### config.mk
export PLATFORM = sky130hd
export DESIGN_NAME = lcd_paged_instruction_decoder
export DESIGN_NICKNAME = d
export VERILOG_FILES = /design/src/rtl/paged_decoder_pkg.sv /design/src/rtl/lcd_paged_instruction_decoder.sv
export SDC_FILE = /design/constraint.sdc
export NUM_CORES = 1
export LEC_CHECK = 0
export ABC_AREA = 1
export BUFFER_PORTS_ARGS = -buffer_cell sky130_fd_sc_hd__buf_2
export CAP_MARGIN = 25
export CORE_AREA = 2 2 234 179
export CTS_CLUSTER_DIAMETER = 40
export DETAILED_ROUTE_END_ITERATION = 8
export DIE_AREA = 0 0 236 181
export GPL_ROUTABILITY_DRIVEN = 0
export PLACE_DENSITY_LB_ADDON = 0.25
export SLEW_MARGIN = 40
export SYNTH_ARGS = -nofsm -noshare
export SYNTH_HDL_FRONTEND = slang
export SYNTH_SLANG_ARGS = --single-unit
### constraint.sdc
create_clock -name clk_sys -period 2.25 [get_ports clk_sys]
set_input_delay 0.3375 -clock clk_sys [delete_from_list [all_inputs] [get_ports clk_sys]]
set_output_delay 0.3375 -clock clk_sys [all_outputs]
set_load 0.1 [all_outputs]
### src/rtl/paged_decoder_pkg.sv
// Shared constants and carriers for the paged instruction decoder.
// Assumes an 8-bit host data bus and a single system clock.
package paged_decoder_pkg;

  // Register addresses within a page
  localparam logic [3:0] ADDR_P0_COL_LO   = 4'h0;
  localparam logic [3:0] ADDR_P0_COL_HI   = 4'h1;
  localparam logic [3:0] ADDR_P0_ROW_LO   = 4'h2;
  localparam logic [3:0] ADDR_P0_ROW_HI   = 4'h3;
  localparam logic [3:0] ADDR_P0_SCAN_LO  = 4'h4;
  localparam logic [3:0] ADDR_P0_SCAN_HI  = 4'h5;
  localparam logic [3:0] ADDR_P0_INV_LO   = 4'h6;
  localparam logic [3:0] ADDR_P0_INV_HI   = 4'h7;
  localparam logic [3:0] ADDR_P0_DCTL1    = 4'h8;
  localparam logic [3:0] ADDR_P0_DCTL2    = 4'h9;
  localparam logic [3:0] ADDR_P4_FIRSTCOM = 4'h6;
  localparam logic [3:0] ADDR_P4_DUTY     = 4'h7;
  localparam logic [3:0] ADDR_P4_MODE     = 4'h8;
  localparam logic [3:0] ADDR_P4_BUS      = 4'h9;
  localparam logic [3:0] ADDR_P4_CON_LO   = 4'ha;
  localparam logic [3:0] ADDR_P4_CON_HI   = 4'hb;
  localparam logic [3:0] ADDR_P4_RDPTR    = 4'hc;
  localparam logic [3:0] ADDR_P4_TRIM     = 4'hd;
  localparam logic [3:0] ADDR_P4_BLEED    = 4'he;
  localparam logic [3:0] ADDR_P5_LCOL_LO  = 4'h0;
  localparam logic [3:0] ADDR_P5_LCOL_HI  = 4'h1;
  localparam logic [3:0] ADDR_P5_LROW_LO  = 4'h2;
  localparam logic [3:0] ADDR_P5_LROW_HI  = 4'h3;
  localparam logic [3:0] ADDR_P5_BF_LO    = 4'h4;
  localparam logic [3:0] ADDR_P5_BF_HI    = 4'h5;
  localparam logic [3:0] ADDR_P5_BL_LO    = 4'h6;
  localparam logic [3:0] ADDR_P5_BL_HI    = 4'h7;
  localparam logic [3:0] ADDR_P5_BAND     = 4'h8;
  localparam logic [3:0] ADDR_P5_PAL      = 4'h9;
  localparam logic [3:0] ADDR_P5_PWM      = 4'ha;
  localparam logic [3:0] ADDR_PAGE_SEL    = 4'hf;

  localparam logic [2:0] PAGE_ZERO = 3'h0;
  localparam logic [2:0] PAGE_FOUR = 3'h4;
  localparam logic [2:0] PAGE_FIVE = 3'h5;
  localparam logic [3:0] REG_RESET = 4'h0;

  // Field positions
  localparam int DC1_ON_BIT    = 0;
  localparam int DC1_FORCE_ALL_PIXELS_BIT = 1;
  localparam int DC1_BW_BIT    = 2;
  localparam int DC1_SHIFT_BIT = 3;
  localparam int DC2_SWAP_BIT  = 1;
  localparam int DC2_GROUP_INVERSION_ENABLE_BIT  = 2;
  localparam int DC2_REV_BIT   = 3;
  localparam int PGS_TEST_BIT  = 3;

  typedef struct packed {
    logic       cs_n;
    logic       cd_sel;
    logic       rd_n;
    logic       wr_n;
    logic [7:0] data;
  } host_pins_s;

  typedef struct packed {
    logic       display_on;
    logic       force_all_pixels;
    logic       black_white_select;
    logic       common_reverse;
    logic       palette_swap;
    logic       polarity_invert;
    logic       group_inversion_enable;
  } display_ctl_s;

  typedef enum logic [1:0] {
    ST_IDLE  = 2'b00,
    ST_WRITE = 2'b01,
    ST_READ  = 2'b10
  } bus_state_e;

endpackage

### src/rtl/lcd_paged_instruction_decoder.sv
// Paged instruction decoder: host strobe interface to instruction registers.
// Assumes host pins are asynchronous; display RAM and frame timing are
// provided outside, with line and frame pulses on the system clock.
`timescale 1ns/1ns
`default_nettype none

module lcd_paged_instruction_decoder
(
  input  wire logic                      clk_sys,
  input  wire logic                      rst_n,
  input  wire logic                      chip_select_n,
  input  wire logic                      command_data_select,
  input  wire logic                      read_strobe_n,
  input  wire logic                      write_strobe_n,
  input  wire logic [7:0]                bus_data_in,
  output logic      [7:0]                bus_data_out,
  output logic                           bus_data_oe,
  input  wire logic                      line_pulse,
  input  wire logic                      frame_pulse,
  input  wire logic [7:0]                display_ram_rdata,
  output logic                           display_ram_we,
  output logic                           display_ram_re,
  output logic      [7:0]                display_ram_wdata,
  output logic      [2:0]                command_page_select,
  output logic                           factory_test_bit,
  output logic      [7:0]                window_first_col,
  output logic      [6:0]                window_first_row,
  output logic      [6:0]                scan_top_row,
  output logic      [6:0]                inversion_group_length,
  output paged_decoder_pkg::display_ctl_s display_ctl,
  output logic                           drive_ground_level,
  output logic                           ac_polarity_toggle,
  output logic      [3:0]                first_common_index,
  output logic                           duty_minus_one,
  output logic                           display_clock_gate,
  output logic                           gray_mod_fixed,
  output logic                           reduced_color_select,
  output logic                           bit_order_select,
  output logic                           oscillator_source,
  output logic                           bus_width_select,
  output logic      [6:0]                contrast_level,
  output logic      [2:0]                osc_freq_trim,
  output logic                           bleed_off_enable,
  output logic      [7:0]                window_last_col,
  output logic      [6:0]                window_last_row,
  output logic      [6:0]                band_first_row,
  output logic      [6:0]                band_final_row,
  output logic                           band_invert_enable,
  output logic                           blink_select,
  output logic                           palette_bank_select,
  output logic      [3:0]                gray_mod_mode
);

  ////////////////////////////////////////////////////////////////////////////
  // State

  typedef struct packed {
    paged_decoder_pkg::host_pins_s sync1;
    paged_decoder_pkg::host_pins_s sync2;
    paged_decoder_pkg::bus_state_e st;
    logic                          cmd;
    logic [7:0]                    wbyte;
    logic [15:0][3:0]              p0;
    logic [15:0][3:0]              p4;
    logic [15:0][3:0]              p5;
    logic [3:0]                    page_reg;
    logic [6:0]                    contrast;
    logic                          con_hi_seen;
    logic [6:0]                    grp_cnt;
    logic                          ac_pol;
    logic [7:0]                    rdata;
    logic                          oe;
    logic                          ram_we;
    logic                          ram_re;
  } state_s;

  state_s state_reg;
  state_s state_next;

  paged_decoder_pkg::host_pins_s pins;
  logic [2:0]                    pg;
  logic [3:0]                    ra;
  logic [3:0]                    rd_ptr;
  logic [3:0]                    rd_nib;
  logic [6:0]                    grp_len;

  assign pins = '{cs_n: chip_select_n, cd_sel: command_data_select,
                  rd_n: read_strobe_n, wr_n: write_strobe_n,
                  data: bus_data_in};
  assign pg      = state_reg.page_reg[2:0];
  assign ra      = state_reg.wbyte[7:4];
  assign rd_ptr  = state_reg.p4[paged_decoder_pkg::ADDR_P4_RDPTR];
  assign grp_len = {state_reg.p0[paged_decoder_pkg::ADDR_P0_INV_HI][2:0],
                    state_reg.p0[paged_decoder_pkg::ADDR_P0_INV_LO]};

  ////////////////////////////////////////////////////////////////////////////
  // Register read mux: pointer picks a register of the active page

  always_comb
  begin
    rd_nib = paged_decoder_pkg::REG_RESET;
    if (rd_ptr == paged_decoder_pkg::ADDR_PAGE_SEL)
    begin
      rd_nib = state_reg.page_reg;
    end
    else if (pg == paged_decoder_pkg::PAGE_ZERO)
    begin
      rd_nib = state_reg.p0[rd_ptr];
    end
    else if (pg == paged_decoder_pkg::PAGE_FOUR)
    begin
      rd_nib = state_reg.p4[rd_ptr];
    end
    else if (pg == paged_decoder_pkg::PAGE_FIVE)
    begin
      rd_nib = state_reg.p5[rd_ptr];
    end
  end

  ////////////////////////////////////////////////////////////////////////////
  // Next state

  always_comb
  begin
    state_next        = state_reg;
    state_next.sync1  = pins;
    state_next.sync2  = state_reg.sync1;
    state_next.ram_we = 1'b0;
    state_next.ram_re = 1'b0;

    case (state_reg.st)
      paged_decoder_pkg::ST_IDLE:
      begin
        if (!state_reg.sync2.cs_n && !state_reg.sync2.wr_n)
        begin
          state_next.st = paged_decoder_pkg::ST_WRITE;
        end
        else if (!state_reg.sync2.cs_n && !state_reg.sync2.rd_n)
        begin
          state_next.st  = paged_decoder_pkg::ST_READ;
          state_next.oe  = 1'b1;
          state_next.cmd = state_reg.sync2.cd_sel;
          // Register read returns the pointed register, not RAM
          if (state_reg.sync2.cd_sel)
          begin
            state_next.rdata = {4'h0, rd_nib};
          end
          else
          begin
            // Hands back the word fetched earlier, hence one dummy read
            state_next.rdata  = display_ram_rdata;
            state_next.ram_re = 1'b1;
          end
        end
      end
      paged_decoder_pkg::ST_WRITE:
      begin
        // Byte is sampled continuously and committed on the rising strobe
        state_next.wbyte = state_reg.sync2.data;
        state_next.cmd   = state_reg.sync2.cd_sel;
        if (state_reg.sync2.wr_n || state_reg.sync2.cs_n)
        begin
          state_next.st = paged_decoder_pkg::ST_IDLE;
          if (state_reg.cmd)
          begin
            if (ra == paged_decoder_pkg::ADDR_PAGE_SEL)
            begin
              // Takes effect from the next byte on
              state_next.page_reg = state_reg.wbyte[3:0];
            end
            else if (pg == paged_decoder_pkg::PAGE_ZERO)
            begin
              state_next.p0[ra] = state_reg.wbyte[3:0];
            end
            else if (pg == paged_decoder_pkg::PAGE_FOUR)
            begin
              state_next.p4[ra] = state_reg.wbyte[3:0];
              if (ra == paged_decoder_pkg::ADDR_P4_CON_HI)
              begin
                state_next.con_hi_seen = 1'b1;
              end
              else if (ra == paged_decoder_pkg::ADDR_P4_CON_LO &&
                       state_reg.con_hi_seen)
              begin
                // Upper byte came first; now both are in
                state_next.contrast =
                  {state_reg.p4[paged_decoder_pkg::ADDR_P4_CON_HI][2:0],
                   state_reg.wbyte[3:0]};
                state_next.con_hi_seen = 1'b0;
              end
            end
            else if (pg == paged_decoder_pkg::PAGE_FIVE)
            begin
              state_next.p5[ra] = state_reg.wbyte[3:0];
            end
          end
          else
          begin
            state_next.ram_we = 1'b1;
          end
        end
      end
      paged_decoder_pkg::ST_READ:
      begin
        if (state_reg.sync2.rd_n || state_reg.sync2.cs_n)
        begin
          state_next.st = paged_decoder_pkg::ST_IDLE;
          state_next.oe = 1'b0;
        end
      end
      default:
      begin
        state_next.st = paged_decoder_pkg::ST_IDLE;
      end
    endcase

    // Polarity: per N lines when grouping is on, else per frame
    if (state_reg.p0[paged_decoder_pkg::ADDR_P0_DCTL2]
        [paged_decoder_pkg::DC2_GROUP_INVERSION_ENABLE_BIT])
    begin
      if (line_pulse)
      begin
        // Count value+1 lines per group; zero is illegal from the host
        if (state_reg.grp_cnt >= grp_len)
        begin
          state_next.grp_cnt = 7'h00;
          state_next.ac_pol  = ~state_reg.ac_pol;
        end
        else
        begin
          state_next.grp_cnt = state_reg.grp_cnt + 7'h01;
        end
      end
    end
    else if (frame_pulse)
    begin
      state_next.grp_cnt = 7'h00;
      state_next.ac_pol  = ~state_reg.ac_pol;
    end
  end

  ////////////////////////////////////////////////////////////////////////////
  // Registers

  always_ff @(posedge clk_sys)
  begin
    if (!rst_n)
    begin
      state_reg          <= '0;
      state_reg.sync1    <= '{cs_n: 1'b1, cd_sel: 1'b0, rd_n: 1'b1,
                              wr_n: 1'b1, data: 8'h00};
      state_reg.sync2    <= '{cs_n: 1'b1, cd_sel: 1'b0, rd_n: 1'b1,
                              wr_n: 1'b1, data: 8'h00};
    end
    else
    begin
      state_reg <= state_next;
    end
  end

  ////////////////////////////////////////////////////////////////////////////
  // Outputs

  assign bus_data_out      = state_reg.rdata;
  assign bus_data_oe       = state_reg.oe;
  assign display_ram_we    = state_reg.ram_we;
  assign display_ram_re    = state_reg.ram_re;
  assign display_ram_wdata = state_reg.wbyte;

  assign command_page_select = state_reg.page_reg[2:0];
  // Kept visible only; the host must leave it clear
  assign factory_test_bit =
    state_reg.page_reg[paged_decoder_pkg::PGS_TEST_BIT];

  assign window_first_col = {state_reg.p0[paged_decoder_pkg::ADDR_P0_COL_HI],
                             state_reg.p0[paged_decoder_pkg::ADDR_P0_COL_LO]};
  assign window_first_row =
    {state_reg.p0[paged_decoder_pkg::ADDR_P0_ROW_HI][2:0],
     state_reg.p0[paged_decoder_pkg::ADDR_P0_ROW_LO]};
  assign scan_top_row =
    {state_reg.p0[paged_decoder_pkg::ADDR_P0_SCAN_HI][2:0],
     state_reg.p0[paged_decoder_pkg::ADDR_P0_SCAN_LO]};
  assign inversion_group_length = grp_len;

  always_comb
  begin
    display_ctl.display_on = state_reg.p0[paged_decoder_pkg::ADDR_P0_DCTL1]
                             [paged_decoder_pkg::DC1_ON_BIT];
    display_ctl.force_all_pixels =
      state_reg.p0[paged_decoder_pkg::ADDR_P0_DCTL1]
      [paged_decoder_pkg::DC1_FORCE_ALL_PIXELS_BIT];
    display_ctl.black_white_select =
      state_reg.p0[paged_decoder_pkg::ADDR_P0_DCTL1]
      [paged_decoder_pkg::DC1_BW_BIT];
    display_ctl.common_reverse =
      state_reg.p0[paged_decoder_pkg::ADDR_P0_DCTL1]
      [paged_decoder_pkg::DC1_SHIFT_BIT];
    display_ctl.palette_swap =
      state_reg.p0[paged_decoder_pkg::ADDR_P0_DCTL2]
      [paged_decoder_pkg::DC2_SWAP_BIT];
    // All-on wins, so invert is masked while it is set
    display_ctl.polarity_invert =
      state_reg.p0[paged_decoder_pkg::ADDR_P0_DCTL2]
      [paged_decoder_pkg::DC2_REV_BIT] &
      ~display_ctl.force_all_pixels;
    display_ctl.group_inversion_enable =
      state_reg.p0[paged_decoder_pkg::ADDR_P0_DCTL2]
      [paged_decoder_pkg::DC2_GROUP_INVERSION_ENABLE_BIT];
  end

  assign drive_ground_level = ~display_ctl.display_on;
  assign ac_polarity_toggle = state_reg.ac_pol;

  assign first_common_index  = state_reg.p4[paged_decoder_pkg::ADDR_P4_FIRSTCOM];
  assign duty_minus_one      = state_reg.p4[paged_decoder_pkg::ADDR_P4_DUTY][0];
  assign display_clock_gate  = state_reg.p4[paged_decoder_pkg::ADDR_P4_DUTY][1];
  assign gray_mod_fixed      = state_reg.p4[paged_decoder_pkg::ADDR_P4_MODE][3];
  assign reduced_color_select = state_reg.p4[paged_decoder_pkg::ADDR_P4_MODE][2];
  assign bit_order_select    = state_reg.p4[paged_decoder_pkg::ADDR_P4_BUS][2];
  assign oscillator_source   = state_reg.p4[paged_decoder_pkg::ADDR_P4_BUS][1];
  assign bus_width_select    = state_reg.p4[paged_decoder_pkg::ADDR_P4_BUS][0];
  assign contrast_level      = state_reg.contrast;
  assign osc_freq_trim = state_reg.p4[paged_decoder_pkg::ADDR_P4_TRIM][2:0];
  assign bleed_off_enable = state_reg.p4[paged_decoder_pkg::ADDR_P4_BLEED][0];

  assign window_last_col =
    {state_reg.p5[paged_decoder_pkg::ADDR_P5_LCOL_HI],
     state_reg.p5[paged_decoder_pkg::ADDR_P5_LCOL_LO]};
  assign window_last_row =
    {state_reg.p5[paged_decoder_pkg::ADDR_P5_LROW_HI][2:0],
     state_reg.p5[paged_decoder_pkg::ADDR_P5_LROW_LO]};
  assign band_first_row =
    {state_reg.p5[paged_decoder_pkg::ADDR_P5_BF_HI][2:0],
     state_reg.p5[paged_decoder_pkg::ADDR_P5_BF_LO]};
  assign band_final_row =
    {state_reg.p5[paged_decoder_pkg::ADDR_P5_BL_HI][2:0],
     state_reg.p5[paged_decoder_pkg::ADDR_P5_BL_LO]};
  assign band_invert_enable  = state_reg.p5[paged_decoder_pkg::ADDR_P5_BAND][0];
  assign blink_select        = state_reg.p5[paged_decoder_pkg::ADDR_P5_BAND][1];
  assign palette_bank_select = state_reg.p5[paged_decoder_pkg::ADDR_P5_PAL][0];
  assign gray_mod_mode       = state_reg.p5[paged_decoder_pkg::ADDR_P5_PWM];

endmodule
`default_nettype wire

Word-level counts from Yosys, hierarchy flattened
Index checks and enable logic that the tools add are counted.
{"block": "word_totals", "reg_bits": 258, "input_bits": 24, "output_inout_bits": 119, "word_cells": 167}
{"block": "classes", "add_sub_neg": 1, "order_cmp": 4, "n_eq_ne": 15, "muxes": 36, "bitwise": 12, "n_reduce_logical": 29}
{"operator": "$bwmux W64", "n": 3}
{"operator": "$bmux W4 S4", "n": 3}
{"operator": "$mux W4", "n": 8}
{"operator": "$mux W8", "n": 4}
{"operator": "$demux W4 S4", "n": 1}
{"operator": "$eq A4 B4 Y1 const B", "n": 4}
{"operator": "$reduce_and A3 Y1", "n": 5}
{"operator": "$reduce_and A7 Y1", "n": 2}
{"operator": "$not A1 Y1", "n": 11}
{"operator": "$lt A4 B5 Y1 const B", "n": 2}
{"operator": "$ne A2 B2 Y1 const B", "n": 5}
{"operator": "$mux W1", "n": 9}
{"operator": "$reduce_and A4 Y1", "n": 2}
{"operator": "$reduce_and A8 Y1", "n": 1}
{"operator": "$reduce_bool A2 Y1", "n": 4}
{"operator": "$add A7 B1 Y7 const B", "n": 1}
{"operator": "$ge A7 B7 Y1", "n": 1}
{"operator": "$mux W7", "n": 1}
{"operator": "$eq A3 B3 Y1 const B", "n": 2}
{"operator": "$mux W2", "n": 3}
{"operator": "$pmux W2 S3", "n": 1}
{"operator": "$reduce_and A6 Y1", "n": 1}
{"operator": "$reduce_and A5 Y1", "n": 1}
{"operator": "$ge A4 B1 Y1 const B", "n": 1}
{"operator": "other kinds (14)", "n": 21}

Logic depth before layout (Yosys ltp)
Gate-level depths: netlist (run 1).
{"block": "depth", "ltp_word": 7, "mapped_depth": 17, "ltp_nobuf": 15}

Least setup slack after synthesis (run 1)
OpenSTA, ideal clock, no wires.
{"block": "synth_path", "path_kind": "register to output", "startpoint": "reg state_reg[198] in the netlist's numbering", "endpoint": "out display_ctl[1] in the netlist's numbering", "arrival_ns": 1.593, "required_time_ns": 1.913, "path_slack_ns": 0.319, "path_stages_with_launch": 3, "path_buffers": 0, "cell_sequence": "dfxtp_1 -> inv_1 -> nor2_1"}
{"element": "start, declared", "line": "lcd_paged_instruction_decoder.sv:77", "text": "state_s state_reg;"}
{"element": "start signal, assigned", "line": "lcd_paged_instruction_decoder.sv:257", "text": "state_reg <= state_next;"}
{"element": "end, declared", "line": "lcd_paged_instruction_decoder.sv:30", "text": "output paged_decoder_pkg::display_ctl_s display_ctl,"}

Worst setup path in the final report (run 1)
{"block": "layout_path", "startpoint": "reg state_reg[232] in the netlist's numbering", "endpoint": "reg state_reg[75] in the netlist's numbering"}
{"block": "layout_between", "elab_chain_len": 2}
{"element": "$eq A2 B1 Y1", "line": "lcd_paged_instruction_decoder.sv:131", "text": "case (state_reg.st)"}
{"element": "$reduce_and A7 Y1 (no line)"}
No other way between the ends.
A chain may end at the register's enable or synchronous reset.

==> results.cfg, run 1 <==
[clock_network]
clock_latency_ns = 0.54
clk_root_buffer_cell = clkbuf_16
clock-sinks = 258
clk_pin_slew_worst_paths_ns = 0.05
cts_made_buffers = 38
cts_tree = done
clk_path_buf_depth = 3
cts_max_level = 2

[synthesis]
yosys_register_bits = 258
synth-compound-area-share = 0.167
synth_edf_count = 0
yosysSeqAreaShare = 0.431
synthSimpleGateAreaFrac = 0.239
syn_avg_cell_area_um2 = 7.00
synth.net_count = 1743
ys.flop_type = dfxtp_1
yosys.cell_types.count = 30
yosys_warnings = 0
synth_cells = 1711
async_reset_ff_frac = 0
synth_fa_ha_area_frac = 0.00835
synthXorXnorAreaFrac = 0.00219
synth_mux_area_frac = 0
syn_area_um2 = 12000
synth_top_family_by_area = simple AND/OR/NAND/NOR gates

[cells_and_area]
nets = 1802
final_area_um2 = 14300
largest_reg_flops = 125
fillers = 4273
layout-drive-gt1-share = 0.163
final_common_cell = nand2_1
syn_to_final_growth_pct = 19.2
n_antenna_cell = 0
layout_common_cells = nand2_1, dfxtp_1, a21oi_1

[run]
timing.max_cap.violations = 0

[critical_path]
critPathKind = flop to flop
cp-start-kind = flop
worst_ep_required_time_ns = 2.64
crit_top_cell = nand2_1
cp_top_family = simple AND/OR/NAND/NOR gates
cp_max_fo = 22
cpPeakStageDelay_ns = 0.36
cp_cell_sequence = inv_1 > nor2_2 > inv_2 > nor3_4 > nand2_1 > nor4_4 > buf_12 > nand2_1 > o21ai_0 > a21oi_1
end_kind = flop
cp_num_buf_inv = 3
cp.arrival_ns = 2.42
crit_slowest_cell = dfxtp_1

[sta]
worst_slack_ns = 0.221
setup_viol = 0
max_freq_ghz = 0.493
worst_slew_pin_slew_ns = 0.785
rsz0062_at_grt = false
layout_min_cycle_time_ns = 2.03
maxSlewHeadroom = 0.476
clock_skew_ns = 0.0242
post-route-period-util = 0.902
setup_tns_ns = 0
finalHoldViolations = 0
whs_ns = 0.0880
slew_viol_final = 0

[floorplan]
core.rowCount = 64
die_w_um = 236
core_area_um2 = 40300
die_height_um = 181
die_area_um2 = 42700
start_util = 0.297
ioPinCount = 143

[drt]
firstDrtPassIters = 6
via_per_inst = 4.76
vias = 11100
drc = 0
post_drt_wl_per_cell_um = 17.4
ant_nets = 0
drt_iter0_markers = 1033
drt-total-wl_mm = 40.5

[run_status]
status = finished, final reports clean

[global_routing]
grt_usage = 0.188
grt_pass1_vias = 10400
grt_first_pass_wirelength_mm = 62.9
antenna_found_initial = 0
grt_max_degree = 100
grt-ovfl-total = 0

[place]
portBuffers = 142
postPlaceCellArea_um2 = 12800
pre_cts_slack_ns = 0.204
hpwl_mm = 28.2

[pwr]
pwr_density_cell_nw_per_um2 = 783
fin_total_pwr_w = 0.0112
leakagePower_nw = 5.98
vdd_ir_drop_max_mv = 0.426

[worst_hold_path]
hp-class = primary input to flop
worst min-delay path, delay by kind of cell:
kind,cells,cell delay (ns)
simple gates,1,0.07
buf+inv,1,0.09
compound gates,1,0.06
path summary, 6_finish.rpt:
check	endpoint	slack (ns)	cells past startpoint	start
min	bus_data_out[4]	0.09	3	display_ram_rdata[4]
min reg2reg	state_reg[239]	0.41	2	state_next[239]
max	state_reg[75]	0.22	10	state_reg[232]
max reg2reg	state_reg[75]	0.22	10	state_reg[232]
metal layers:
| metal | global-route usage | up-vias | wire length (um) |
|---|---|---|---|
| met5 | 0 | - | 0 |
| met4 | 0.0405 | 0 | 667 |
| met3 | 0.0471 | 52 | 3550 |
| met2 | 0.277 | 385 | 16700 |
| met1 | 0.275 | 5091 | 19600 |
| li1 | - | 5539 | - |
cell usage after synthesis (2+ instances only):
library cell  instances  share of area
nand2_1             370           0.12
dfxtp_1             258           0.43
a21oi_1             228          0.095
inv_1               181          0.057
nor2_1              140          0.044
o21ai_0             138          0.058
nand3_1             118          0.049
buf_4               105          0.066
clkbuf_1             59          0.018
nand4_1              18         0.0094
buf_2                14         0.0058
nand2_2              14         0.0073
o211ai_1             11         0.0069
ha_1                  8         0.0084
a211oi_1              7         0.0044
buf_1                 7         0.0022
or2_2                 6         0.0031
nor2_2                5         0.0026
nand3b_1              4         0.0025
nor3_1                4         0.0017
xor2_1                3         0.0022
a2bb2oi_1             2         0.0015
buf_6                 2         0.0019
clkinv_1              2        0.00063
inv_2                 2        0.00063
kinds of logic (layout without fill, tap and decap cells):
group	after synthesis	after routing
AO/OA/AOI/OAI	389	389
XOR/XNOR	3	3
adder cells (fa/ha/maj)	8	8
buffers and inverters	372	460
flip-flops	258	258
AND/OR/NAND/NOR	681	681
layout make-up:
class / count / area, um2 / share of cell area
flip-flops and latches: 258 / 5170 / 0.362
multi-input cells: 1081 / 5000 / 0.350
repair buffers: 206 / 1400 / 0.0978
clock buffers: 52 / 1110 / 0.0781
inverters: 185 / 698 / 0.0489
well taps: 528 / 661 / 0.0463
clock inverters: 17 / 244 / 0.0171
metrics by stage:
step,util,cells
6_report,0.355,2327
4_1_cts,0.354,2325
3_5_place_dp,0.317,2244
2_1_floorplan,-,1711
5_1_grt,0.355,2327
3_3_place_gp,0.317,2244
repair_timing:
action                                  4_1_cts  5_1_grt
resized for setup                             0        4
buffers inserted                              0        2
hold endpoints to repair                     12        0
hold buffers                                 12        0
endpoints found under the setup margin        0        4
report_power, final:
part | switching (W) | leakage (nW) | internal [W] | total, W
combinational | 0.000191 | 3.24 | 0.0000795 | 0.000271
clock | 0.00224 | 0.653 | 0.00406 | 0.00630
sequential | 0.0000104 | 2.08 | 0.00460 | 0.00461
total | 0.00244 | 5.98 | 0.00874 | 0.0112
(Power assumes the default switching activity.)
==> run 2: changes to the inputs <==
Settings changed: CTS_BUF_LIST set to sky130_fd_sc_hd__clkbuf_4 sky130_fd_sc_hd__clkbuf_8 sky130_fd_sc_hd__clkbuf_16.
==> run 2 against run 1 <==
  * Sequential power about the same
  * Highest routed layer unchanged
  * Non-clock buffer count did not move
  * Clock skew fell by 0.0013 ns
  * Combinational power is essentially flat
  * Critical endpoint is now bus_data_out[3]
  * Final cell count did not move
  * Critical path depth is 3 higher
==> results.cfg, run 2 (synthesized netlist as in run 1, its figures left out) <==
[drt]
vias = 11100
post_drt_wl_per_cell_um = 17.4
drt_iter0_markers = 984
ant_nets = 0
firstDrtPassIters = 6
via_per_inst = 4.76
drt-total-wl_mm = 40.6
drc = 0

[cells_and_area]
fillers = 4275
final_common_cell = nand2_1
n_antenna_cell = 0
fin_util = 0.355
layout-drive-gt1-share = 0.166
layout_common_cells = nand2_1, dfxtp_1, a21oi_1
largest_reg_flops = 125
syn_to_final_growth_pct = 19.3
nets = 1802

[sta]
rsz0062_at_grt = false
slew_viol_final = 0
finalHoldViolations = 0
post-route-period-util = 0.901
layout_min_cycle_time_ns = 2.03
clock_skew_ns = 0.0229
whs_ns = 0.0853
max_freq_ghz = 0.493
setup_viol = 0
setup_tns_ns = 0
maxSlewHeadroom = 0.482
worst_slew_pin_slew_ns = 0.775

[clock_network]
clock_latency_ns = 0.54
clk_root_buffer_cell = clkbuf_16
cts_max_level = 2
clk_path_buf_depth = 3
cts_tree = done
clk_pin_slew_worst_paths_ns = 0.05
cts_made_buffers = 38
clock-sinks = 258

[global_routing]
grt_pass1_vias = 10400
antenna_found_initial = 0
grt_first_pass_wirelength_mm = 63.0
grt-ovfl-total = 0
grt_usage = 0.188
grt_max_degree = 100

[critical_path]
cp-start-kind = flop
worst_ep_required_time_ns = 2.63
end_kind = flop
cp.arrival_ns = 2.41
cp_max_fo = 23
critPathKind = flop to flop

[floorplan]
start_util = 0.297
core_area_um2 = 40300
die_area_um2 = 42700
die_w_um = 236
core.rowCount = 64
ioPinCount = 143
die_height_um = 181

[pwr]
leakagePower_nw = 5.99
fin_total_pwr_w = 0.0112
vdd_ir_drop_max_mv = 0.428
pwr_density_cell_nw_per_um2 = 786

[worst_hold_path]
hp-class = primary input to flop

[run_status]
status = finished, final reports clean

[place]
portBuffers = 142
hpwl_mm = 28.2

[run]
timing.max_cap.violations = 0
[run 2: worst max-delay path: stages (launching register included)]
cell and delay [ns]:
dfxtp_2 0.35, inv_1 0.30, buf_12 0.22, nand2_1 0.07, nand3_1 0.12, nand4_1 0.12
nand3_1 0.21, nand2_1 0.08, nand2_1 0.06, nand2_1 0.08, nand2_1 0.10, nand2_1 0.05
nand2_1 0.05, a21oi_1 0.06
[run 2: path summary, 6_finish.rpt]
check,start,to,slack (ns),depth (start not counted)
hold reg to reg,state_next[239],state_reg[239],0.41,2
setup / recovery,rd_ptr[0],bus_data_out[3],0.22,13
setup reg to reg,rd_ptr[0],bus_data_out[3],0.22,13
hold / removal,display_ram_rdata[4],bus_data_out[4],0.09,3
[run 2: timing repair]
item / in CTS / in global routing
hold buffers: 12 / 0
setup buffers: 0 / 2
hold endpoints to repair: 12 / 0
setup endpoints to repair: 0 / 4
resized for setup: 0 / 4
[run 2: routing by layer]
| layer | vias to the layer above | global-route usage | wire length [um] |
|---|---|---|---|
| li1 | 5543 | - | - |
| met1 | 5093 | 0.275 | 19700 |
| met2 | 381 | 0.277 | 16700 |
| met3 | 49 | 0.0471 | 3580 |
| met4 | 0 | 0.0405 | 643 |
| met5 | - | 0 | 0 |
[run 2: stage by stage]
step	std cells	worst slack (ns)	area (um2)
floorplan	1711	0.319	12000
global placement	2244	0.235	12800
detailed placement	2244	0.204	12800
CTS	2325	0.175	14300
global route	2327	0.0256	14300
finish	2327	0.222	14300
[run 2: layout make-up]
| cell class | instances | area, um2 | share of cell area |
|---|---|---|---|
| Clock inverter | 17 | 244 | 0.0171 |
| Multi-Input combinational cell | 1081 | 5000 | 0.350 |
| Tap cell | 528 | 661 | 0.0462 |
| Timing Repair Buffer | 206 | 1400 | 0.0977 |
| Inverter | 185 | 698 | 0.0488 |
| Sequential cell | 258 | 5170 | 0.361 |
| Clock buffer | 52 | 1130 | 0.0790 |
[run 2: power by group]
group | internal, W | switching (W) | leakage, nW
combinational | 0.0000794 | 0.000191 | 3.24
clock | 0.00411 | 0.00224 | 0.666
sequential | 0.00460 | 0.0000104 | 2.08
==> run 3: changes to the inputs <==
Settings changed: PLACE_DENSITY set to 0.43, PLACE_DENSITY_LB_ADDON 0.25 to not set.
Clock period 2.25 ns to 1.9 ns, I/O delays scaled along.
==> run 3 against run 2 <==
  * Design area grew 7.2%
  * Sequential share of layout area shrank 2.4 points
  * Via count grew 2.1%
  * Register-to-register slack lost 0.21 ns
  * Critical path type unchanged
  * Largest power group unchanged
  * Combinational power grew 29%
==> results.cfg, run 3 (synthesized netlist as in run 1, its figures left out) <==
[sta]
setup_viol = 0
post-route-period-util = 0.993
clock_skew_ns = 0.0190
finalHoldViolations = 0
rsz0062_at_grt = true
worst_slew_pin_slew_ns = 0.612
max_freq_ghz = 0.530
maxSlewHeadroom = 0.589
layout_min_cycle_time_ns = 1.89
slew_viol_final = 0

[cells_and_area]
final_area_um2 = 15300
fin_util = 0.381
final_common_cell = nand2_1
largest_reg_flops = 125
layout_common_cells = nand2_1, dfxtp_1, a21oi_1
layout-drive-gt1-share = 0.238
fin_cells = 2373
syn_to_final_growth_pct = 27.9
n_antenna_cell = 0
nets = 1850

[clock_network]
cts_made_buffers = 40
clk_pin_slew_worst_paths_ns = 0.06
clock_latency_ns = 0.54
cts_tree = done
cts_max_level = 2
clock-sinks = 258
clk_path_buf_depth = 3
clk_root_buffer_cell = clkbuf_16

[critical_path]
cp_max_fo = 22
r2r_end = bus_data_out[2]
r2r_cells = 13
r2r-start = rd_ptr[0]
end_kind = flop
critPathKind = flop to flop
worst_ep_required_time_ns = 2.36
cp.arrival_ns = 2.35
cp-start-kind = flop
r2r_setup_slack_ns = 0.01

[floorplan]
ioPinCount = 143
core_area_um2 = 40300
die_height_um = 181
die_w_um = 236
die_area_um2 = 42700
start_util = 0.297
core.rowCount = 64

[run]
timing.max_cap.violations = 0

[global_routing]
antenna_found_initial = 0
grt_pass1_vias = 10500
met2_usage = 0.287
grt_usage = 0.195
met1_usage = 0.293
grt.met3_usage = 0.0390
grt.busiest_layer = met1
grt_first_pass_wirelength_mm = 64.8
grt-ovfl-total = 0
grt_max_degree = 86

[drt]
drt_iter0_markers = 805
via_per_inst = 4.76
drc = 0
vias = 11300
drt-total-wl_mm = 43.2
firstDrtPassIters = 5
post_drt_wl_per_cell_um = 18.2
ant_nets = 0

[worst_hold_path]
holdPathEnd = bus_data_out[6]
hp-start = display_ram_rdata[6]
hp-class = primary input to flop
min_path_cells = 3

[pwr]
vdd_ir_drop_max_mv = 0.444
pwr_density_cell_nw_per_um2 = 862
leakagePower_nw = 6.42
fin_total_pwr_w = 0.0132

[place]
postPlaceCellArea_um2 = 13200
dp_cells = 2280
portBuffers = 142
hpwl_mm = 29.8

[run_status]
status = finished, final reports clean
## run 3: changes by cell type in the layout (fill, tap and decap cells not counted), sizes merged
| cell | change |
|---|---|
| buf | +42 |
| bufinv | -2 |
| clkbuf | +1 |
| clkinv | +7 |
| clkinvlp | -2 |
## run 3: area by class of cell
| type | count | area [um2] |
|---|---|---|
| fillers | 4291 | 24900 |
| multi-input cells | 1081 | 5510 |
| flip-flops and latches | 258 | 5170 |
| repair buffers | 252 | 1950 |
| clock buffers | 49 | 1120 |
| inverters | 185 | 699 |
| well taps | 528 | 661 |
| clock inverters | 20 | 221 |
## run 3: what timing repair did
action | in CTS | in global routing
setup buffers | 0 | 8
pin swaps | 1 | 20
endpoints found under the setup margin | 3 | 149
hold buffers | 12 | 0
resized for setup | 2 | 175
cloned | 0 | 4
endpoints found under the hold margin | 12 | 0
## run 3: power by group
group	switching, W	internal [W]	total (W)
Clock	0.00279	0.00462	0.00741
Combinational	0.000237	0.000112	0.000349
Sequential	0.0000120	0.00544	0.00546
Total	0.00304	0.0102	0.0132
## run 3: metal layers
layer / wire [um] / vias up
met5: 0 / -
met4: 635 / 0
met3: 3130 / 55
met2: 17800 / 343
met1: 21600 / 5241
li1: - / 5662
## run 3: how the worst max path moves through the flow
stage                              start                to  slack [ns]  cells past startpoint
detailed placement  display_ram_wdata[6]  bleed_off_enable        0.01                     10
finish                         rd_ptr[0]   bus_data_out[2]        0.01                     13
floorplan            palette_bank_select   bus_data_out[0]        0.02                     14
CTS                       state_reg[232]     state_reg[82]        0.02                     10
global placement    display_ram_wdata[6]    state_reg[152]       -0.02                     10
global route              state_reg[232]     state_reg[77]       -0.09                     11
## run 3: critical path, stage by stage (launching register included)
cell       delay, ns
dfxtp_4         0.38
buf_4           0.15
clkbuf_16       0.19
o21ai_0         0.25
nand2_1         0.10
nand3_1         0.08
nand3_1         0.14
nand2_1         0.10
nand2_1         0.05
nand3_1         0.10
nand2_1         0.06
nand2_1         0.05
nand2_1         0.05
a21oi_1         0.11
## run 3: per-stage QoR
stage | setup slack, ns | hold WS (ns) | TNS (ns)
floorplan | 0.0162 | 0.383 | 0
global placement | -0.0205 | 0.395 | -0.0383
detailed placement | 0.0107 | 0.398 | 0
CTS | 0.0216 | 0.00202 | 0
global route | -0.0940 | 0.0289 | -2.46
finish | 0.0135 | 0.0280 | 0
